$ cat src/crcs_pkg.sv
// Purpose: shared constants and types for the checksum engine with memory scanner
// Assumes: APB slave, 32-bit data, one register per aligned word
// Notes: register offsets are byte addresses
package crcs_pkg;
   localparam logic [7:0] OFF_CONTROL_0 = 8'h00;
   localparam logic [7:0] OFF_CONTROL_1 = 8'h04;
   localparam logic [7:0] OFF_INPUT_WORD = 8'h08;
   localparam logic [7:0] OFF_ACCUMULATOR = 8'h0C;
   localparam logic [7:0] OFF_POLYNOMIAL = 8'h10;
   localparam logic [7:0] OFF_SCAN_CONTROL = 8'h14;
   localparam logic [7:0] OFF_SCAN_START = 8'h18;
   localparam logic [7:0] OFF_SCAN_END = 8'h1C;
   localparam logic [7:0] OFF_SCAN_TRIGGER = 8'h20;
   localparam logic [7:0] OFF_FLAGS = 8'h24;
   // control 0 fields
   localparam int C0_ENABLE = 7;
   localparam int C0_RUN = 6;
   localparam int C0_BUSY = 5;
   localparam int C0_AUGMENT = 4;
   localparam int C0_LSB_FIRST = 1;
   localparam int C0_FULL = 0;
   // control 1 fields
   localparam int C1_DATA_LSB = 0;
   localparam int C1_POLY_LSB = 4;
   // scanner control fields
   localparam int SC_RUN = 7;
   localparam int SC_PRIO = 4;
   localparam int SC_MODE_LSB = 0;
   // flag register fields, done bits write one to clear
   localparam int FL_CRC_DONE = 0;
   localparam int FL_SCAN_DONE = 1;
   localparam int FL_CRC_IE = 8;
   localparam int FL_SCAN_IE = 9;
   localparam logic [15:0] RESET_WORD16 = 16'h0000;
   localparam logic [3:0] RESET_NIBBLE = 4'h0;
   localparam int ADDR_W = 15;
   localparam int TRIG_W = 4;
   typedef enum logic [1:0] {
      MODE_CONCURRENT = 2'b00,
      MODE_BURST = 2'b01,
      MODE_PEEK = 2'b10,
      MODE_TRIGGERED = 2'b11
   } crcs_mode_t;
   typedef enum logic [1:0] {
      ENG_IDLE = 2'b00,
      ENG_DATA = 2'b01,
      ENG_ZERO = 2'b10
   } crcs_eng_t;
   typedef enum logic [1:0] {
      SCN_IDLE = 2'b00,
      SCN_WAIT = 2'b01,
      SCN_READ = 2'b10
   } crcs_scan_t;
   // memory fetch request and answer
   typedef struct packed {
      logic req;
      logic [ADDR_W-1:0] addr;
   } crcs_mem_req_t;
   typedef struct packed {
      logic valid;
      logic implemented;
      logic [15:0] data;
   } crcs_mem_rsp_t;
endpackage

$ cat src/crcs_top.sv
// Purpose: checksum shift engine plus program memory scanner, APB registers
// Assumes: memory answers a fetch request some cycles later with one valid pulse
// Notes: one data bit shifted per clock; cpu stall outputs are levels
`timescale 1ns/100ps
`default_nettype none
module crcs_top
(
   input wire logic clk,
   input wire logic reset,
   input wire logic psel,
   input wire logic penable,
   input wire logic pwrite,
   input wire logic [7:0] paddr,
   input wire logic [31:0] pwdata,
   input wire logic [3:0] pstrb,
   output logic [31:0] prdata,
   output logic pready,
   output logic pslverr,
   output crcs_pkg::crcs_mem_req_t memReq,
   input wire crcs_pkg::crcs_mem_rsp_t memRsp,
   input wire logic cpuNeedsMemory,
   input wire logic [15:0] triggerSources,
   output logic cpuStall,
   output logic crcDoneIrq,
   output logic scanDoneIrq
);
   import crcs_pkg::*;

   logic enable, checksumRun, augment, lsbFirst;
   logic [3:0] dataWidthM1, polyWidthM2;
   logic [15:0] inputWord, accumulator, polynomial, shiftReg;
   logic scanRun, scanPrio;
   crcs_mode_t scanMode;
   logic [ADDR_W-1:0] scanStart, scanEnd, scanAddr;
   logic [TRIG_W-1:0] trigSelect;
   logic crcDone, scanDone, checksum_done_irq_enable, scan_done_irq_enable;
   logic full, busyPrev;
   crcs_eng_t engState;
   crcs_scan_t scanState;
   logic [4:0] bitCount;
   logic [2:0] trigSync;
   logic trigLevel, trigPrev;
   logic scanLoad, scanFinish, lastWord;

   wire logic wrAcc = psel && penable && pwrite;
   // read data registered in setup so it stands at the access edge
   wire logic rdAcc = psel && !penable && !pwrite;
   wire logic busy = full || (engState != ENG_IDLE);

   // byte-lane merge for apb writes
   function automatic logic [31:0] merge(input logic [31:0] old, input logic [31:0] nw, input logic [3:0] st);
      logic [31:0] r;
      r = old;
      for (int i = 0; i < 4; i++)
         if (st[i])
            r[i*8 +: 8] = nw[i*8 +: 8];
      return r;
   endfunction

   // offset decode, used for write paths; reads decode in the read mux case
   function automatic logic isReg(input logic [7:0] a, input logic [7:0] off);
      return a == off;
   endfunction

   // zero-wait slave
   assign pready = 1'b1;
   assign pslverr = 1'b0;

   // control 0 and 1 registers
   always_ff @(posedge clk)
   begin
      if (reset)
      begin
         enable <= 1'b0;
         checksumRun <= 1'b0;
         augment <= 1'b0;
         lsbFirst <= 1'b0;
         dataWidthM1 <= RESET_NIBBLE;
         polyWidthM2 <= RESET_NIBBLE;
      end
      else if (wrAcc && isReg(paddr, OFF_CONTROL_0) && pstrb[0])
      begin
         enable <= pwdata[C0_ENABLE];
         checksumRun <= pwdata[C0_RUN];
         augment <= pwdata[C0_AUGMENT];
         lsbFirst <= pwdata[C0_LSB_FIRST];
      end
      else if (wrAcc && isReg(paddr, OFF_CONTROL_1) && pstrb[0])
      begin
         dataWidthM1 <= pwdata[C1_DATA_LSB +: 4];
         polyWidthM2 <= pwdata[C1_POLY_LSB +: 4];
      end
   end

   // polynomial register, bit zero reads back as zero
   always_ff @(posedge clk)
   begin
      if (reset)
         polynomial <= RESET_WORD16;
      else if (wrAcc && isReg(paddr, OFF_POLYNOMIAL))
         polynomial <= 16'(merge({16'h0000, polynomial}, pwdata, pstrb)) & 16'hFFFE;
   end

   // input word: high byte just stored, low byte write starts a word
   always_ff @(posedge clk)
   begin
      if (reset)
         inputWord <= RESET_WORD16;
      else if (scanLoad)
         inputWord <= memRsp.data;
      else if (wrAcc && isReg(paddr, OFF_INPUT_WORD))
         inputWord <= 16'(merge({16'h0000, inputWord}, pwdata, pstrb));
   end

   // low byte write marks pending word, scanner loads too
   always_ff @(posedge clk)
   begin
      if (reset || !enable)
         full <= 1'b0;
      else if (scanLoad || (wrAcc && isReg(paddr, OFF_INPUT_WORD) && pstrb[0]))
         full <= 1'b1;
      else if (engState == ENG_IDLE && checksumRun)
         full <= 1'b0;
   end

   // shift engine; one bit per clock (feedback per selected poly width)
   always_ff @(posedge clk)
   begin
      logic inBit, fb;
      logic [15:0] polyEff, next_acc;
      inBit = 1'b0;
      fb = 1'b0;
      // bottom bit always one, top term implied by feedback
      polyEff = polynomial | 16'h0001;
      next_acc = accumulator;
      if (reset)
      begin
         accumulator <= RESET_WORD16;
         shiftReg <= RESET_WORD16;
         bitCount <= 5'h00;
         engState <= ENG_IDLE;
      end
      else if (!enable)
      begin
         engState <= ENG_IDLE;
         bitCount <= 5'h00;
         if (wrAcc && isReg(paddr, OFF_ACCUMULATOR))
            accumulator <= 16'(merge({16'h0000, accumulator}, pwdata, pstrb));
      end
      else if (wrAcc && isReg(paddr, OFF_ACCUMULATOR))
         accumulator <= 16'(merge({16'h0000, accumulator}, pwdata, pstrb));
      else
      begin
         unique case (engState)
            ENG_IDLE:
            begin
               if (full && checksumRun)
               begin
                  shiftReg <= inputWord & 16'((17'h00002 << dataWidthM1) - 17'h00001);
                  bitCount <= {1'b0, dataWidthM1};
                  engState <= ENG_DATA;
               end
            end
            ENG_DATA, ENG_ZERO:
            begin
               if (checksumRun)
               begin
                  // msb at data width, or lsb first
                  if (engState == ENG_ZERO)
                     inBit = 1'b0;
                  else if (lsbFirst)
                     inBit = shiftReg[0];
                  else
                     inBit = shiftReg[dataWidthM1];
                  // feedback from top bit of active width
                  fb = accumulator[polyWidthM2 + 4'h1];
                  next_acc = {accumulator[14:0], inBit};
                  if (fb)
                     next_acc = next_acc ^ polyEff;
                  accumulator <= next_acc & 16'((17'h00002 << (polyWidthM2 + 4'h1)) - 17'h00001);
                  shiftReg <= lsbFirst ? {1'b0, shiftReg[15:1]} : {shiftReg[14:0], 1'b0};
                  bitCount <= bitCount - 5'h01;
                  // shifts per word set by width field
                  if (bitCount == 5'h00)
                  begin
                     if (engState == ENG_DATA && augment && !full && !scanRun)
                     begin
                        engState <= ENG_ZERO;
                        bitCount <= 5'(polyWidthM2) + 5'h01;
                     end
                     else
                        engState <= ENG_IDLE;
                  end
               end
            end
            default:
               engState <= ENG_IDLE;
         endcase
      end
   end

   // busy falling sets done, set wins over clear
   always_ff @(posedge clk)
   begin
      if (reset)
      begin
         busyPrev <= 1'b0;
         crcDone <= 1'b0;
         scanDone <= 1'b0;
      end
      else
      begin
         busyPrev <= busy;
         if (busyPrev && !busy)
            crcDone <= 1'b1;
         else if (wrAcc && isReg(paddr, OFF_FLAGS) && pstrb[0] && pwdata[FL_CRC_DONE])
            crcDone <= 1'b0;
         if (scanFinish)
            scanDone <= 1'b1;
         else if (wrAcc && isReg(paddr, OFF_FLAGS) && pstrb[0] && pwdata[FL_SCAN_DONE])
            scanDone <= 1'b0;
      end
   end

   // interrupt enables
   always_ff @(posedge clk)
   begin
      if (reset)
      begin
         checksum_done_irq_enable <= 1'b0;
         scan_done_irq_enable <= 1'b0;
      end
      else if (wrAcc && isReg(paddr, OFF_FLAGS) && pstrb[1])
      begin
         checksum_done_irq_enable <= pwdata[FL_CRC_IE];
         scan_done_irq_enable <= pwdata[FL_SCAN_IE];
      end
   end

   // scanner configuration registers, untouched by disable
   always_ff @(posedge clk)
   begin
      if (reset)
      begin
         scanMode <= MODE_CONCURRENT;
         scanPrio <= 1'b0;
         scanEnd <= '0;
         trigSelect <= '0;
      end
      else if (wrAcc)
      begin
         if (isReg(paddr, OFF_SCAN_CONTROL) && pstrb[0])
         begin
            scanMode <= crcs_mode_t'(pwdata[SC_MODE_LSB +: 2]);
            scanPrio <= pwdata[SC_PRIO];
         end
         if (isReg(paddr, OFF_SCAN_END))
            scanEnd <= ADDR_W'(merge({17'h00000, scanEnd}, pwdata, pstrb));
         if (isReg(paddr, OFF_SCAN_TRIGGER) && pstrb[0])
            trigSelect <= pwdata[TRIG_W-1:0];
      end
   end

   // trigger input from another domain: three flops, second and third agree
   always_ff @(posedge clk)
   begin
      if (reset)
      begin
         trigSync <= 3'b000;
         trigLevel <= 1'b0;
         trigPrev <= 1'b0;
      end
      else
      begin
         trigSync <= {trigSync[1:0], triggerSources[trigSelect]};
         if (trigSync[1] == trigSync[2])
            trigLevel <= trigSync[2];
         trigPrev <= trigLevel;
      end
   end

   wire logic trigRise = trigLevel && !trigPrev;
   // end address reached or hole in memory
   assign lastWord = (scanAddr == scanEnd) || !memRsp.implemented;
   assign scanLoad = (scanState == SCN_READ) && memRsp.valid;
   assign scanFinish = scanLoad && lastWord;

   // scanner sequencer; start address register kept apart from the live pointer
   always_ff @(posedge clk)
   begin
      if (reset)
      begin
         scanState <= SCN_IDLE;
         scanRun <= 1'b0;
         scanStart <= '0;
      end
      else if (wrAcc && isReg(paddr, OFF_SCAN_START))
         scanStart <= ADDR_W'(merge({17'h00000, scanStart}, pwdata, pstrb));
      else if (!enable)
      begin
         scanState <= SCN_IDLE;
         scanRun <= 1'b0;
      end
      else
      begin
         if (wrAcc && isReg(paddr, OFF_SCAN_CONTROL) && pstrb[0] && !pwdata[SC_RUN]
             && !(scanRun && scanMode == MODE_BURST))
         begin
            scanRun <= 1'b0;
            if (scanState != SCN_READ)
               scanState <= SCN_IDLE;
         end
         else if (wrAcc && isReg(paddr, OFF_SCAN_CONTROL) && pstrb[0] && pwdata[SC_RUN] && !scanRun)
         begin
            scanRun <= 1'b1;
            scanState <= SCN_WAIT;
         end
         unique case (scanState)
            SCN_IDLE:
               ;
            SCN_WAIT:
            begin
               // engine ready means run set and no word pending
               // peek only on cpu idle cycles
               if (scanRun && checksumRun && !full && !(scanPrio && cpuNeedsMemory && scanMode != MODE_BURST)
                   && (scanMode != MODE_PEEK || !cpuNeedsMemory)
                   && (scanMode != MODE_TRIGGERED || trigRise))
                  scanState <= SCN_READ;
            end
            SCN_READ:
            begin
               if (scanLoad)
               begin
                  if (lastWord)
                  begin
                     scanRun <= 1'b0;
                     scanState <= SCN_IDLE;
                  end
                  else
                     scanState <= scanRun ? SCN_WAIT : SCN_IDLE;
               end
            end
            default:
               scanState <= SCN_IDLE;
         endcase
      end
   end

   // live address pointer, loaded at scan start
   always_ff @(posedge clk)
   begin
      if (reset)
         scanAddr <= '0;
      else if (wrAcc && isReg(paddr, OFF_SCAN_CONTROL) && pstrb[0] && pwdata[SC_RUN] && !scanRun)
         scanAddr <= scanStart;
      // walk pointer up to end address
      else if (scanLoad)
         scanAddr <= scanAddr + ADDR_W'(1);
   end

   assign memReq.req = (scanState == SCN_READ);
   assign memReq.addr = scanAddr;
   // burst without prio stalls whole scan, peek never stalls, others only the access
   assign cpuStall = (scanState == SCN_READ && scanMode != MODE_PEEK)
                     || (scanRun && scanMode == MODE_BURST && !scanPrio);
   assign crcDoneIrq = crcDone && checksum_done_irq_enable;
   assign scanDoneIrq = scanDone && scan_done_irq_enable;

   // read mux, registered data out
   always_ff @(posedge clk)
   begin
      if (reset)
         prdata <= 32'h00000000;
      else if (rdAcc)
      begin
         unique case (paddr)
            OFF_CONTROL_0: prdata <= {24'h000000, enable, checksumRun, busy, augment, 2'b00, lsbFirst, full};
            OFF_CONTROL_1: prdata <= {24'h000000, polyWidthM2, dataWidthM1};
            OFF_INPUT_WORD: prdata <= {16'h0000, inputWord};
            OFF_ACCUMULATOR: prdata <= {16'h0000, accumulator};
            OFF_POLYNOMIAL: prdata <= {16'h0000, polynomial};
            OFF_SCAN_CONTROL: prdata <= {24'h000000, scanRun, 2'b00, scanPrio, 2'b00, scanMode};
            OFF_SCAN_START: prdata <= {17'h00000, scanStart};
            OFF_SCAN_END: prdata <= {17'h00000, scanEnd};
            OFF_SCAN_TRIGGER: prdata <= {28'h0000000, trigSelect};
            OFF_FLAGS: prdata <= {22'h000000, scan_done_irq_enable, checksum_done_irq_enable, 6'h00, scanDone, crcDone};
            default: prdata <= 32'h00000000;
         endcase
      end
   end
endmodule
`default_nettype wire

$ cat config.mk
export PLATFORM = sky130hd
export DESIGN_NAME = crcs_top
export DESIGN_NICKNAME = d
export VERILOG_FILES = /design/src/crcs_pkg.sv /design/src/crcs_top.sv
export SDC_FILE = /design/constraint.sdc
export NUM_CORES = 1
export LEC_CHECK = 0
export BUFFER_PORTS_ARGS = -buffer_cell sky130_fd_sc_hd__clkbuf_2
export CAP_MARGIN = 20
export CORE_ASPECT_RATIO = 0.5
export CORE_MARGIN = 2
export CORE_UTILIZATION = 45
export CTS_BUF_LIST = sky130_fd_sc_hd__clkbuf_4 sky130_fd_sc_hd__clkbuf_8
export CTS_CLUSTER_SIZE = 10
export DETAILED_ROUTE_END_ITERATION = 7
export HOLD_SLACK_MARGIN = 0.12
export PLACE_DENSITY = 0.7
export SYNTH_ARGS = -nofsm -noshare
export SYNTH_HDL_FRONTEND = slang
export SYNTH_SLANG_ARGS = --single-unit
$ cat constraint.sdc
create_clock -name clk -period 6.1 [get_ports clk]
set_input_delay 0.305 -clock clk [delete_from_list [all_inputs] [get_ports clk]]
set_output_delay 0.305 -clock clk [all_outputs]
set_load 0.01 [all_outputs]
=== Yosys cells after proc, flatten, opt, wreduce, memory -nomap -nowiden ===
Index checks and enable logic that the tools add are counted.

* Shift-type cells: 2
* Bitwise operators: 6
* Equality and inequality tests: 23
* Reduce and logical (&&, ||, !) cells: 100
* Add/subtract/negate cells: 6
* Order comparisons: 3
* Mux-type cells: 68

{| class="wikitable"
|+ Operators by type and width
! kind !! number
|-
| $mux 16 || 16
|-
| $pmux 16 s10 || 1
|-
| $logic_and 1x1->1 || 47
|-
| $and 16x16->16 || 2
|-
| $eq 8x5->1 const B || 4
|-
| $mux 8 || 4
|-
| $pmux 16 s2 || 1
|-
| $shl 2x4->16 const A || 2
|-
| $sub 16x1->16 const B || 2
|-
| $mux 15 || 2
|-
| $mux 1 || 24
|-
| $reduce_bool 2->1 || 12
|-
| $mux 2 || 10
|-
| $mux 5 || 4
|-
| $reduce_and 2->1 || 9
|-
| $eq 8x4->1 const B || 2
|-
| $eq 8x6->1 const B || 2
|-
| $xor 16x16->16 || 1
|-
| $add 15x1->15 const B || 1
|-
| $eq 15x15->1 || 1
|-
| $lt 4x5->1 const B || 3
|-
| $logic_not 1->1 || 13
|-
| $bmux 1 s4 || 3
|-
| $ne 2x2->1 const B || 5
|-
| 20 further kinds || 37
|}

* Bits of input ports: 84
* Output and inout bits: 53
* Bits in registers: 180
* Word-level logic and storage cells: 242

=== Depth between registers and ports, before layout ===
Gate-level depths: netlist of run 1.

* Depth after elaboration: 21
* Depth in mapped cells: 12

=== Least setup slack after synthesis of run 1 ===
No wires, ideal clock.

* Path kind: reg-to-reg
* From: reg polyWidthM2[0]
* To: reg accumulator[2]
* Cell stages (with the launch flop): 11
* Slack: 3.522 ns
* Data arrival time: 2.507 ns
* Period minus slack after synthesis: 2.578 ns
* Cells stage by stage: dfxtp_1 > buf_2 > inv_1 > ha_1 > mux4_2 > mux2i_1 > o211ai_2 > buf_2 > a21boi_0 > o221ai_1 > a21oi_1

* Cells in the longest elaborated chain, start to end: 14

{| class="wikitable"
|+ RTL lines
! item !! RTL line !! RTL
|-
| from (decl) || crcs_top.sv:30 || <nowiki>logic [3:0] dataWidthM1, polyWidthM2;</nowiki>
|-
| from (signal assigned) || crcs_top.sv:91 || <nowiki>polyWidthM2 <= pwdata[C1_POLY_LSB +: 4];</nowiki>
|-
| $add 4x1->4 * || crcs_top.sv:176, crcs_top.sv:180 ||
|-
| $bmux 1 s4 || crcs_top.sv:176 || <nowiki>fb = accumulator[polyWidthM2 + 4'h1];</nowiki>
|-
| $mux 1 (not written as such) || crcs_top.sv:176 ||
|-
| $mux 16 || crcs_top.sv:178 || <nowiki>if (fb)</nowiki>
|-
| $mux 16 || crcs_top.sv:166 || <nowiki>if (checksumRun)</nowiki>
|-
| $mux 16 || crcs_top.sv:154 || <nowiki>unique case (engState)</nowiki>
|-
| $mux 16 || crcs_top.sv:150 || <nowiki>else if (wrAcc && isReg(paddr, OFF_ACCUMULATOR))</nowiki>
|-
| $mux 16 || crcs_top.sv:143 || <nowiki>else if (!enable)</nowiki>
|-
| $mux 16 || crcs_top.sv:136 || <nowiki>if (reset)</nowiki>
|-
| $and 16x16->16 * || crcs_top.sv:180 || <nowiki>accumulator <= next_acc & 16'((17'h00002 << (polyWidthM2 + 4'h1)) - 17'h00001);</nowiki>
|-
| $mux 16 * || crcs_top.sv:166 ||
|-
| $mux 16 * || crcs_top.sv:154 ||
|-
| $mux 16 * || crcs_top.sv:150 ||
|-
| $mux 16 * || crcs_top.sv:143 ||
|-
| to (signal assigned) || crcs_top.sv:148 || <nowiki>accumulator <= 16'(merge({16'h0000, accumulator}, pwdata, pstrb));</nowiki>
|-
| to (signal assigned) || crcs_top.sv:151 || <nowiki>accumulator <= 16'(merge({16'h0000, accumulator}, pwdata, pstrb));</nowiki>
|-
| to (signal assigned) || crcs_top.sv:180 ||
|-
| to (decl) || crcs_top.sv:31 || <nowiki>logic [15:0] inputWord, accumulator, polynomial, shiftReg;</nowiki>
|}

Mark *: on every way between the ends. The rest lies on a longest branch, timed or not. The select of a mux whose other input is x is not followed.
A chain may end at the register's enable or synchronous reset.

=== Final worst setup path of run 1 ===
* From: reg engState[0]
* To: reg shiftReg[15]

* Cells in the longest elaborated chain, start to end: 4

{| class="wikitable"
|+ RTL lines
! item !! RTL line !! RTL
|-
| from (decl) || crcs_top.sv:38 || <nowiki>crcs_eng_t engState;</nowiki>
|-
| from (signal assigned) || crcs_top.sv:141 || <nowiki>engState <= ENG_IDLE;</nowiki>
|-
| from (signal assigned) || crcs_top.sv:145 || <nowiki>engState <= ENG_IDLE;</nowiki>
|-
| from (signal assigned) || crcs_top.sv:161 || <nowiki>engState <= ENG_DATA;</nowiki>
|-
| $eq 2x2->1 or $eq 2x1->1 (tied branches) || crcs_top.sv:154 ||
|-
| $reduce_or 2->1 || crcs_top.sv:154 ||
|-
| $ne 2x2->1 (no source line) or $reduce_bool 2->1 (tied branches) || -- ||
|-
| $reduce_and 5->1 (no source line) || -- ||
|-
| to (signal assigned) || crcs_top.sv:159 || <nowiki>shiftReg <= inputWord & 16'((17'h00002 << dataWidthM1) - 17'h00001);</nowiki>
|-
| to (signal assigned) || crcs_top.sv:181 || <nowiki>shiftReg <= lsbFirst ? {1'b0, shiftReg[15:1]} : {shiftReg[14:0], 1'b0};</nowiki>
|-
| to (decl) || crcs_top.sv:31 ||
|}

Parallel ways exist; a longest one is shown, timed or not.

==> flow_results.org, run 1 <==
** Cells and area
- After the last flow step, the layout net total stands at around 1400.
- Compared with the post-synthesis result, the final layout area differs by 10.91%.
- Counting the fill cells in the layout gives roughly 2100.
- Fraction of final layout cells with drive strength greater than 1 :: 0.1589

** Synthesis
- For this run, the register share of the synthesized area comes to 0.3351.
- Post-synthesis instance total :: 1204
- Post-synth EDFFs :: 0
- The Yosys step of the flow raised 0 warnings.
- Yosys mapped the design onto 76 distinct sky130hd cell types.
- Counting flops and latches in the post-synthesis netlist gives roughly 160.
- Post-Synthesis Cell Area :: 9797 sq um
- Mean cell area of the mapped netlist :: 8.137 sq um
- Of all flip-flops after synthesis, the portion carrying an async set or reset was 0.
- Most used flip-flop cell after synthesis :: sky130_fd_sc_hd__dfxtp_1

** Hold path
- Min-delay worst type :: in -> reg

** Die
- The die covers 23040 sq um.
- The die is 212.7 um wide.
- The initial utilization of the core area, before any placement, comes to 0.4559.
- Vert. Die Dim :: 108.3 um
- Count of pins on the block boundary :: 137
- Core ar. :: 21490 sq um
- Row generation in the floorplan step produced 38 rows.

** CTS
- Clock Pin Slew Worst Setup and Hold Paths :: 0.10 ns
- No sink is reached through more buffers than the 2 on the longest clock path.
- TritonCTS built the clock tree.
- Clock latency at the later pin of the worst-skew pair :: 0.49 ns
- Post-CTS Resized :: 0
- The tree is rooted in a sky130_fd_sc_hd__clkbuf_8.
- In this run, CTS created clock tree buffers numbering 17.
- Number of sinks on the clock net :: 164
- H-tree depth :: 4

** Routing
- Wires add up to 33250 um.
- Total vias in the final route :: 9392
- In the routed layout, each cell is associated on average with a via count of 5.975.
- The count of nets left with antenna violations once routing finished came out at 0.
- Remaining DRCs :: 0
- Routed length per placed instance :: 21.15 um
- Count of routing violations after the opening detailed-route iteration :: 949
- Total iterations of the first detailed-routing run :: 8

** Critical path
- Critical Path Start Type :: flop
- By startpoint and endpoint, the worst setup path is classified as reg -> reg.
- Along the worst path, the maximum fanout reaches 25.
- For the worst setup path, the data required time is approximately 6.5 ns.
- STA puts the critical path data arrival time at 4.06 ns.
- The worst setup path is captured at a flop.

** Global routing
- The first global-routing pass estimated 50450 um of wire.
- Across every metal layer, demand over resource in global routing totals 0.2936.
- The number of global-route vias before repair came to 8682.
- Entering global routing, the biggest net connects 90 pins.
- For this run the aggregate overflow at the end of global routing stands at 0.
- Initial antenna violation count :: 2

** Timing
- Based on the critical path, the design can be clocked at up to 272.9 MHz.
- Final count of negative-setup-slack endpoints :: 0
- Clk_skew :: approximately 0.019 ns
- Setup repair after global routing left no endpoint under its margin.
- For the final routed database, the setup TNS stands at 0 ns.
- At the pin with the least slew margin, the transition time is 1.013 ns.
- In this run the tightest slew margin relative to its limit is 0.3197.
- The count of endpoints failing hold in the final timing report was 0.
- Clock period minus worst slack :: 3.664 ns
- The final-report max-slew violation count was 0.
- Part of the cycle the worst path needs :: 0.6007
- Worst setup margin :: 2.436 ns

** Power and ir drop
- Total chip power :: 2084 uW
- Dividing total power by cell area gives a power density of 191.8 nW/um^2.
- In this run the static leakage power is between 0.003 and 0.004 uW.
- The worst-case IR drop observed on VDD is 0.1212 mV.

** Placed design
- At the placement stage, the worst setup path has a slack of 2.454 ns.
- The congestion estimate from routability-driven global placement came to 0.9329.
- Detailed placement ended at an HPWL of 24550 um.
- During placement, the flow inserted port buffers numbering 100.

** Job
- Across the run, the number of max-cap violations was 0.

** Status
- Result of the run :: finished, final reports clean
[routing by layer]
layer  global-route usage  part of all wire  wire [um]  up-vias
met5                    0                 0          0        -
met4              0.09790             0.026        858        0
met3               0.1069              0.12       3975       64
met2               0.4302              0.42      13860      447
met1               0.3993              0.44      14560     4479
li1                     -                 -          -     4402
[final cells by class]
type	instances	area, sq um	share of cell area
Multi-Input combinational cell	938	6027	0.5547
Sequential cell	164	3283	0.3022
Tap cell	300	375.4	0.03455
Antenna cell	1	2.502	0.0002303
Inverter	17	63.81	0.005873
Timing Repair Buffer	120	678.2	0.06241
Clock buffer	18	247.7	0.02280
Clock inverter	14	187.7	0.01727
[final timing paths]
kind / slack (ns) / to / cells after the start / start
setup / recovery: 2.44 / shiftReg[15] / 8 / engState[0]
hold / removal: 0.14 / inputWord[13] / 3 / memRsp[13]
setup reg to reg: 2.44 / shiftReg[15] / 8 / engState[0]
hold reg to reg: 0.45 / trigSync[1] / 1 / trigSync[0]
[report_power, final]
part	switching, uW	internal (uW)	total, uW
Combinational	87.5	36.4	124
Clock	460	429	889
Sequential	0.650	1070	1070
Total	548	1540	2080
[flip-flops by register name, summed over array words and instances, names as in the netlist, 5 cells and up]
name         count
accumulator     16
inputWord       16
prdata          16
shiftReg        16
polynomial      15
scanAddr        15
scanEnd         15
scanStart       15
bitCount         5
[cells in the final DEF, fill, tap and decap left out, types with 10 or more instances in the layout]
cell                            count
sky130_fd_sc_hd__dlygate4sd3_1     11
sky130_fd_sc_hd__nor2b_1           11
sky130_fd_sc_hd__o21ai_0           49
sky130_fd_sc_hd__a22oi_1           33
sky130_fd_sc_hd__xnor2_1           22
sky130_fd_sc_hd__ha_1              13
sky130_fd_sc_hd__a21oi_1           70
sky130_fd_sc_hd__nand4_1           10
sky130_fd_sc_hd__clkbuf_8          18
sky130_fd_sc_hd__clkbuf_2          99
sky130_fd_sc_hd__conb_1            18
sky130_fd_sc_hd__mux4_2            20
sky130_fd_sc_hd__dfxtp_1          164
sky130_fd_sc_hd__xor2_1            25
sky130_fd_sc_hd__a211oi_1          33
sky130_fd_sc_hd__nand3_1           19
sky130_fd_sc_hd__nand2_1          157
sky130_fd_sc_hd__nor3_1            29
sky130_fd_sc_hd__mux2_2            16
sky130_fd_sc_hd__inv_1             17
sky130_fd_sc_hd__nor2_1           181
sky130_fd_sc_hd__a31oi_1           12
sky130_fd_sc_hd__a311oi_1          21
sky130_fd_sc_hd__mux2i_1           62
[logic make-up (layout without fill, tap and decap cells)]
| group | after synthesis | after routing | synth area share |
|---|---|---|---|
| compound gates | 283 | 283 | 0.1952 |
| xor+xnor | 48 | 48 | 0.04368 |
| fa+ha+maj | 13 | 13 | 0.01660 |
| buf+inv | 118 | 169 | 0.05581 |
| flops | 164 | 164 | 0.3351 |
| mux | 98 | 98 | 0.1277 |
| other cells | 2 | 19 | 0.0007666 |
| simple gates | 478 | 478 | 0.2252 |
[worst max-delay path, cell delays in order, from the launching register on]
cell and delay, ns:
sky130_fd_sc_hd__dfxtp_1 0.38, sky130_fd_sc_hd__inv_1 0.08, sky130_fd_sc_hd__ha_1 0.63, sky130_fd_sc_hd__inv_1 0.62, sky130_fd_sc_hd__o21bai_1 0.14, sky130_fd_sc_hd__a211oi_2 0.69
sky130_fd_sc_hd__and2_1 0.69, sky130_fd_sc_hd__nor2_1 0.08, sky130_fd_sc_hd__a311oi_1 0.24
[Yosys cell counts, drive strengths merged (3+ instances only)]
master | count | share of area
inv | 17 | 0.0065
nand4b | 4 | 0.0036
o221ai | 7 | 0.0063
nand2 | 157 | 0.060
nor4 | 5 | 0.0054
a31oi | 12 | 0.0077
nor3b | 10 | 0.0082
mux4 | 20 | 0.046
nor3 | 34 | 0.021
a32oi | 5 | 0.0045
o21ai | 51 | 0.027
a22o | 4 | 0.0036
and2 | 8 | 0.0051
buf | 41 | 0.026
clkbuf | 60 | 0.023
o22ai | 6 | 0.0038
nor4b | 5 | 0.0045
a21boi | 9 | 0.0069
ha | 13 | 0.017
nor2 | 183 | 0.071
a21oi | 70 | 0.036
a22oi | 33 | 0.025
nand4 | 10 | 0.0064
o21bai | 4 | 0.0031
mux2 | 16 | 0.018
o211ai | 7 | 0.0059
and3 | 9 | 0.0057
nand3 | 20 | 0.011
xnor2 | 23 | 0.021
mux2i | 62 | 0.063
nand3b | 4 | 0.0031
a211oi | 34 | 0.027
or3 | 3 | 0.0024
a311oi | 21 | 0.019
nand2b | 6 | 0.0038
or2 | 4 | 0.0026
xor2 | 25 | 0.022
dfxtp | 164 | 0.34
nor2b | 11 | 0.0070
[stage by stage]
stage	cell area, sq um	std cells	hold slack [ns]	util
floorplan	9857	1220	0.4138	-
global placement	10300	1526	0.4209	0.4795
detailed placement	10300	1526	0.4245	0.4795
CTS	10850	1569	0.1268	0.5049
global route	10860	1571	0.1351	0.5055
finish	10870	1572	0.1439	0.5056
[repair_timing]
action                                  in CTS  in global routing
hold endpoints to repair                    12                  0
buffers inserted                             0                  0
hold buffers                                11                  0
endpoints found under the setup margin       0                  0
Note: power is estimated with default switching activity, not from simulation.
==> inputs of run 2 (changes only) <==
- clock period: 6.1 -> 3.7 ns (I/O delays scaled with it)
==> flow_results.org, run 2 (synthesized netlist as in run 1, its figures left out) <==
** Status
- Result of the run :: finished, final reports clean

** Global routing
- The number of global-route vias before repair was 8808 (+1.5%).
- The maximum number of pins on one net before global-route repair is 89 (-1.1%).
- The initial antenna violation count came to 2 (unchanged).
- Overall overflow remaining after global route :: 0 (unchanged)
- The first-pass GRT wire length was 52700 um (+4.5%).
- Tot GR Track Use :: 0.3059 (+0.01225)

** Placed design
- The half-perimeter wire length of the detailed placement result was 25550 um (+4.1%).
- The placed cell area was 10420 sq um (+1.1%).
- Post-Place Worst Slack :: 0.4368 ns (-2.017 ns)
- Count of input and output buffers :: 100 (unchanged)
- The final weighted congestion of routability-driven global placement came to 0.9545 (+2.3%).

** Timing
- Setup repair after global routing left no endpoint under its margin.
- The clock skew came to 0.01848 ns (-0.0006964 ns).
- Final count of negative-setup-slack endpoints :: 0 (unchanged)
- FMAX :: 299.7 MHz (+9.8%)
- Part of the cycle the worst path needs :: 0.9017 (+0.3011)
- The setup slack of the critical path after layout was 0.3636 ns (-2.072 ns).
- The worst-margin pin slew was 1.020 ns (+0.007212 ns).
- Clock period minus worst slack :: 3.336 ns (-0.3277 ns)
- Accumulated negative setup slack :: 0 ns (unchanged)
- Max-slew headroom :: 0.3201 (+0.0003870)
- The count of endpoints failing hold in the final timing report came to 0 (unchanged).
- The final-report max-slew violation count is 0 (unchanged).

** Critical path
- The critical path required time came to 4.09 ns (-2.41 ns).
- Critical Path Slowest Stage Cell :: sky130_fd_sc_hd__dfxtp_1
- The worst register-to-register path ends at accumulator[13].
- STA classifies the critical path startpoint as a flop.
- Kind of end point of the critical path :: flop
- Minimum setup slack among reg-to-reg paths :: 0.36 ns (-2.07 ns)
- The critical path goes through inv_1, ha_1, mux4_2, mux2i_1, o211ai_2, a21boi_0, o21ai_0, a211oi_1.
- Cell count of the worst reg-to-reg path :: 8 (unchanged)
- FF-to-FF Start :: polyWidthM2[0]
- Largest fanout of any net on the critical path :: 16 (-36%)
- Kind of critical path :: reg -> reg
- The delay of the slowest cell on the worst path was 0.63 ns (-0.06 ns).
- Crit path DAT :: 3.72 ns (-0.34 ns)

** Routing
- Remaining DRCs :: 0 (unchanged)
- The number of vias per cell after detailed routing was 6.017 (+0.72%).
- The post-detailed-routing wire length came to 34730 um (+4.5%).
- The DRC marker count from the first detailed-route iteration is 1143 (+20%).
- The detailed-route wire length per cell was 21.63 um (+2.2%).
- Total vias in the final route :: 9664 (+2.9%)
- The number of search-and-repair iterations in the first detailed-routing pass is 6 (-2).
- Number of nets with antenna violations after routing :: 0 (unchanged)

** Job
- Max-capacitance violation count :: 0 (unchanged)

** Cells and area
- Fraction of final layout cells with drive strength greater than 1 :: 0.1639 (+0.004929)
- The library cell used most frequently in the layout, excluding fill and tap cells, is sky130_fd_sc_hd__nor2_1.
- Total inserted antenna cells :: 0 (-1)
- The final cell utilization of the core was 0.5176 (+0.01205).
- Number of fillers in the final layout :: 2056 (-3.7%)
- Fin area :: 11120 sq um (+2.4%)
- Sequential cell area :: 3283 sq um (unchanged)
- Multi-input combinational cell area :: 6027 sq um (unchanged)
- The library cells used most frequently in the layout, excluding fill and tap cells, are sky130_fd_sc_hd__nor2_1, sky130_fd_sc_hd__dfxtp_1, sky130_fd_sc_hd__nand2_1.
- Area added between synthesis and finish :: 13.55%
- Number of nets in the finished design :: 1390 (+2.6%)

** CTS
- Clock latency at the later pin of the worst-skew pair :: 0.48 ns (about the same)
- Root Driver :: sky130_fd_sc_hd__clkbuf_8
- Post-CTS Resized :: 0 (unchanged)
- Number of sinks on the clock net :: 164 (unchanged)
- H-tree depth :: 4 (unchanged)
- The number of buffers created by CTS came to 17 (unchanged).
- The maximum number of buffers from clock root to sink was 2 (unchanged).
- The count of hold-fix buffers inserted at cts came to 34 (+23).
- Number of post-CTS setup repair buffers :: 0 (unchanged)
- Clock tree from TritonCTS :: built
- The clock-pin slew reported for the worst setup and hold paths after clock tree synthesis came to 0.10 ns (about the same).

** Hold path
- Worst Hold Path Cells :: 3 (unchanged)
- The worst hold path begins at pwdata[8].
- In this run the worst hold path is classified as in -> reg.
- For hold timing, the worst endpoint is polynomial[8].

** Die
- Vert. Die Dim :: 108.3 um (unchanged)
- The number of top-level pins was 137 (unchanged).
- The number of cell rows was 38 (unchanged).
- The core footprint came to 21490 sq um (unchanged).
- Width of the die :: 212.7 um (unchanged)
- Total Die Area :: 23040 sq um (unchanged)
- The initial core utilization came to 0.4559 (unchanged).

** Power and ir drop
- Maximum vdd ir drop :: 0.2207 mV (+82%)
- Power per cell area :: 293.1 nW/um^2 (+53%)
- The leakage power is 0.003963 uW (+3.8%).
[run 2: changes by cell type in the layout (fill, tap and decap cells not counted)]
cell / delta
sky130_fd_sc_hd__inv_8: -2
sky130_fd_sc_hd__clkbuf_8: +1
sky130_fd_sc_hd__clkinvlp_4: +2
sky130_fd_sc_hd__dlygate4sd3_1: +23
sky130_fd_sc_hd__buf_12: +1
sky130_fd_sc_hd__clkinv_2: +1
sky130_fd_sc_hd__diode_2: -1
sky130_fd_sc_hd__bufinv_16: -3
sky130_fd_sc_hd__clkbuf_4: +1
sky130_fd_sc_hd__buf_4: +11
[run 2: power breakdown]
group          internal, uW  switching [uW]  leakage, uW
sequential             1770            1.07      0.00132
clock                   519             747     0.000184
combinational          74.6             154      0.00246
[run 2: layout make-up]
cell class	instances	share of cell area
inverters	17	0.005736
repair buffers	155	0.09088
multi-input cells	938	0.5418
clock buffers	20	0.02418
well taps	300	0.03374
flip-flops and latches	164	0.2951
clock inverters	12	0.008548
[run 2: how the worst max path moves through the flow]
stage                         from         endpoint  depth (start not counted)
floorplan           polyWidthM2[0]   accumulator[2]                         10
global placement    polyWidthM2[0]   accumulator[8]                          8
detailed placement  polyWidthM2[0]   accumulator[8]                          8
CTS                 polyWidthM2[0]   accumulator[8]                          8
global route        polyWidthM2[0]   accumulator[8]                          8
finish              polyWidthM2[0]  accumulator[13]                          8
[run 2: routing by layer]
layer	global-route usage	share of wire	vias to the layer above	wire length (um)
li1	-	-	4459	-
met1	0.4457	0.45	4669	15610
met2	0.4428	0.42	475	14470
met3	0.07029	0.11	61	3750
met4	0.1014	0.026	0	894
met5	0	0	-	0
[run 2: metrics by stage]
step / hold slack [ns] / cells / power [uW]
3_5_place_dp: 0.4281 / 1540 / 2004
6_report: 0.1489 / 1606 / 3260
5_1_grt: 0.1237 / 1606 / 3342
4_1_cts: 0.1237 / 1606 / 3256
2_1_floorplan: 0.3237 / 1220 / 1924
3_3_place_gp: 0.4234 / 1539 / 2003
[run 2: critical path: cells and delay by family, from the launching register on]
family,cells,cell delay (ns)
muxes,2,0.80
AOI/OAI and AO/OA,4,1.04
buffers and inverters,1,0.26
DFF,1,0.63
adders and majority gates,1,0.52
==> inputs of run 3 (changes only) <==
- CELL_PAD_IN_SITES_DETAIL_PLACEMENT: unset -> 1
- CELL_PAD_IN_SITES_GLOBAL_PLACEMENT: unset -> 2
- CORE_UTILIZATION: 45 -> 35
- PLACE_DENSITY: 0.7 -> 0.87
==> flow_results.org, run 3 (synthesized netlist as in run 1, its figures left out) <==
** Global routing
- The initial antenna violation count was 3 (+1).
- The total overflow reported by the global router is 0 (unchanged).
- Most utilized layer in the global route result :: met2
- The routing usage on met2 was 0.4339 (-0.008913).
- The first-pass GRT wire length is 60690 um (+15%).
- Met1 track demand over resource in global routing :: 0.3752 (-0.07052)
- Pin count of the biggest net entering global routing :: 71 (-20%)
- The global router's overall resource usage came to 0.2779 (-0.02801).
- Vias in the first global route :: 9845 (+12%)
- The global routing usage on met3 came to 0.07018 (-0.0001121).

** Power and ir drop
- The combinational group share of total power was 0.072 (+0.002).
- The internal power component is 2416 uW (+2.4%).
- Total chip power :: 3346 uW (+2.6%)
- The leakage power came to 0.003985 uW (+0.55%).
- The part of the power in the clock network was 0.400 (+0.012).
- The switching portion of total power is 0.2781 (+0.001444).
- Power per cell area :: 295.8 nW/um^2 (+0.94%)
- Psw :: 930.6 uW (+3.2%)
- Sequential fraction of design power :: 0.528 (-0.014)
- The largest vdd supply drop came to 0.2105 mV (-4.6%).

** Job
- Max-capacitance violation count :: 0 (unchanged)

** Timing
- The final-report max-slew violation count was 0 (unchanged).
- Setup repair after global routing left no endpoint under its margin.
- FMAX :: 295.2 MHz (-1.5%)
- The setup slack of the critical path after layout was 0.3130 ns (-0.05056 ns).
- Max-slew headroom :: 0.3063 (-0.01372)
- Accumulated negative setup slack :: 0 ns (unchanged)
- The worst-margin pin slew was 1.033 ns (+0.01263 ns).
- Final count of negative-setup-slack endpoints :: 0 (unchanged)
- Clock period minus worst slack :: 3.387 ns (+0.05056 ns)
- Part of the cycle the worst path needs :: 0.9154 (+0.01367)
- Hold violation count in the final report :: 0 (unchanged)
- The clock skew was 0.01758 ns (-0.0009036 ns).

** Critical path
- Kind of critical path :: reg -> reg
- Grouping stages by cell kind, the critical path spends the most delay in compound AO/OA/AOI/OAI gates.
- Cell count of the worst reg-to-reg path :: 8 (unchanged)
- For this design, the slowest cell found on the critical path is sky130_fd_sc_hd__dfxtp_1.
- The delay of the slowest cell on the worst path was 0.61 ns (-0.02 ns).
- Kind of end point of the critical path :: flop
- Worst endpoint required time :: 4.12 ns (+0.03 ns)
- Largest fanout of any net on the critical path :: 16 (unchanged)
- The endpoint identified for the worst register-to-register timing path is accumulator[8].
- The critical path goes through inv_1, ha_1, mux4_2, mux2i_1, o211ai_2, a21boi_0, o221ai_1, a211oi_1.
- The endpoint arrival time on the critical path is 3.80 ns (+0.08 ns).
- The number of cells on the critical path was 8 (unchanged).
- Buffers & Inverters on Critical Path :: 1 (unchanged)
- The worst register-to-register path begins at polyWidthM2[0].
- STA classifies the critical path startpoint as a flop.
- Minimum setup slack among reg-to-reg paths :: 0.31 ns (-0.05 ns)

** Hold path
- The worst hold path terminates at scanEnd[3].
- Worst Hold Path Cells :: 3 (unchanged)
- Startpoint of the tightest hold check path :: pwdata[3]
- Min-delay worst type :: in -> reg

** Routing
- Routed length per placed instance :: 23.64 um (+9.3%)
- The antenna violation net count after detailed routing came to 0 (unchanged).
- Remaining DRCs :: 0 (unchanged)
- Total iterations of the first detailed-routing run :: 6 (unchanged)
- Total vias in the final route :: 9810 (+1.5%)
- The number of vias per cell after detailed routing is 5.791 (-3.8%).
- Count of routing violations after the opening detailed-route iteration :: 953 (-17%)
- The post-detailed-routing wire length is 40050 um (+15%).

** CTS
- Num CTS Buffers :: 17 (unchanged)
- Clock latency at the later pin of the worst-skew pair :: 0.51 ns (+0.03 ns)
- The CTS H-tree depth came to 4 (unchanged).
- Max Buffers Root-to-Sink :: 2 (unchanged)
- Clock tree from TritonCTS :: built
- The clock sink count was 164 (unchanged).
- The tree is rooted in a sky130_fd_sc_hd__clkbuf_8.
- Clock Pin Slew Worst Setup and Hold Paths :: 0.10 ns (about the same)

** Die
- Vert. Die Dim :: 122.3 um (+13%)
- The number of top-level pins came to 137 (unchanged).
- Width of the die :: 240.6 um (+13%)
- The initial core utilization was 0.3550 (-0.1009).
- The total die area is 29430 sq um (+28%).
- The number of cell rows came to 43 (+13%).
- The core footprint came to 27600 sq um (+28%).

** Cells and area
- Sequential cell area :: 3283 sq um (unchanged)
- Fraction of final layout cells with drive strength greater than 1 :: 0.1631 (-0.0007494)
- Area added between synthesis and finish :: 15.47%
- The number of diodes added for antenna fixing was 0 (unchanged).
- Number of nets in the finished design :: 1396 (+0.43%)
- Number of fillers in the final layout :: 3329 (+62%)
- The count of placed standard cells in the final layout, fillers left out came to 1694 (+5.5%).
- Multi-input combinational cell area :: 6027 sq um (unchanged)
- The final cell utilization of the core came to 0.4099 (-0.1078).
- Leaving out fill and tap cells, the most frequent cell in the layout is sky130_fd_sc_hd__nor2_1.
- Commonest cells after routing, fill and taps aside :: sky130_fd_sc_hd__nor2_1, sky130_fd_sc_hd__dfxtp_1, sky130_fd_sc_hd__nand2_1

** Placed design
- The half-perimeter wire length of the detailed placement result came to 29700 um (+16%).
- Count of input and output buffers :: 100 (unchanged)
- Post-Place Worst Slack :: 0.3918 ns (-0.04495 ns)
- Final weighted congestion of routability-driven global placement :: 0.9668 (+1.3%)
- The placed cell count came to 1622 (+5.3%).

** Status
- Result of the run :: finished, final reports clean
run 3: cell types whose count changed in the layout (fill, tap and decap cells not counted), sizes merged:
cell         previous run  this run
clkinvlp                2         7
bufinv                  0         1
inv                    22        20
clkinv                  5         2
dlygate4sd3            34        40
clkbuf                119       118
run 3: metrics by stage:
stage          hold WS (ns)  cell area (sq um)
6_report             0.1775              11310
5_1_grt              0.1622              11310
4_1_cts              0.1259              11310
3_5_place_dp         0.4438              10530
3_3_place_gp         0.4158              10530
2_1_floorplan        0.3237               9857
run 3: worst max-delay path by stage:
stage	startpoint	slack (ns)	end
finish	polyWidthM2[0]	0.31	accumulator[8]
global route	polyWidthM2[0]	0.12	accumulator[8]
CTS	polyWidthM2[0]	0.38	accumulator[8]
detailed placement	polyWidthM2[0]	0.39	accumulator[8]
global placement	polyWidthM2[0]	0.63	accumulator[8]
floorplan	polyWidthM2[0]	1.12	accumulator[2]
run 3: layer usage:
metal | wire length (um) | vias to the layer above
li1 | - | 4482
met1 | 17940 | 4861
met2 | 17710 | 386
met3 | 3416 | 77
met4 | 953 | 4
met5 | 27 | -
run 3: timing repair:
item | in CTS | in global routing
hold endpoints to repair | 43 | 0
hold buffers | 40 | 0
buffers inserted | 0 | 0
gates resized for setup | 0 | 0
run 3: worst reg2reg max path, cell delays in order (launching register included):
cell and delay, ns:
sky130_fd_sc_hd__dfxtp_1 0.61, sky130_fd_sc_hd__inv_1 0.23, sky130_fd_sc_hd__ha_1 0.54, sky130_fd_sc_hd__mux4_2 0.54
sky130_fd_sc_hd__mux2i_1 0.26, sky130_fd_sc_hd__o211ai_2 0.38, sky130_fd_sc_hd__a21boi_0 0.30, sky130_fd_sc_hd__o221ai_1 0.16
sky130_fd_sc_hd__a211oi_1 0.29
run 3: power by group through the flow:
stage | Sequential, uW | Clock (uW) | Combinational [uW]
2_1_floorplan | 1810 | 0 | 117
3_3_place_gp | 1810 | 0 | 205
3_5_place_dp | 1810 | 0 | 208
4_1_cts | 1770 | 1360 | 235
5_1_grt | 1770 | 1430 | 252
6_report | 1770 | 1340 | 241
run 3: layout make-up:
class | instances | share of cell area
Inverter | 17 | 0.005641
Sequential cell | 164 | 0.2902
Tap cell | 382 | 0.04225
Multi-Input combinational cell | 938 | 0.5328
Clock inverter | 13 | 0.01106
Timing Repair Buffer | 161 | 0.09490
Clock buffer | 19 | 0.02312
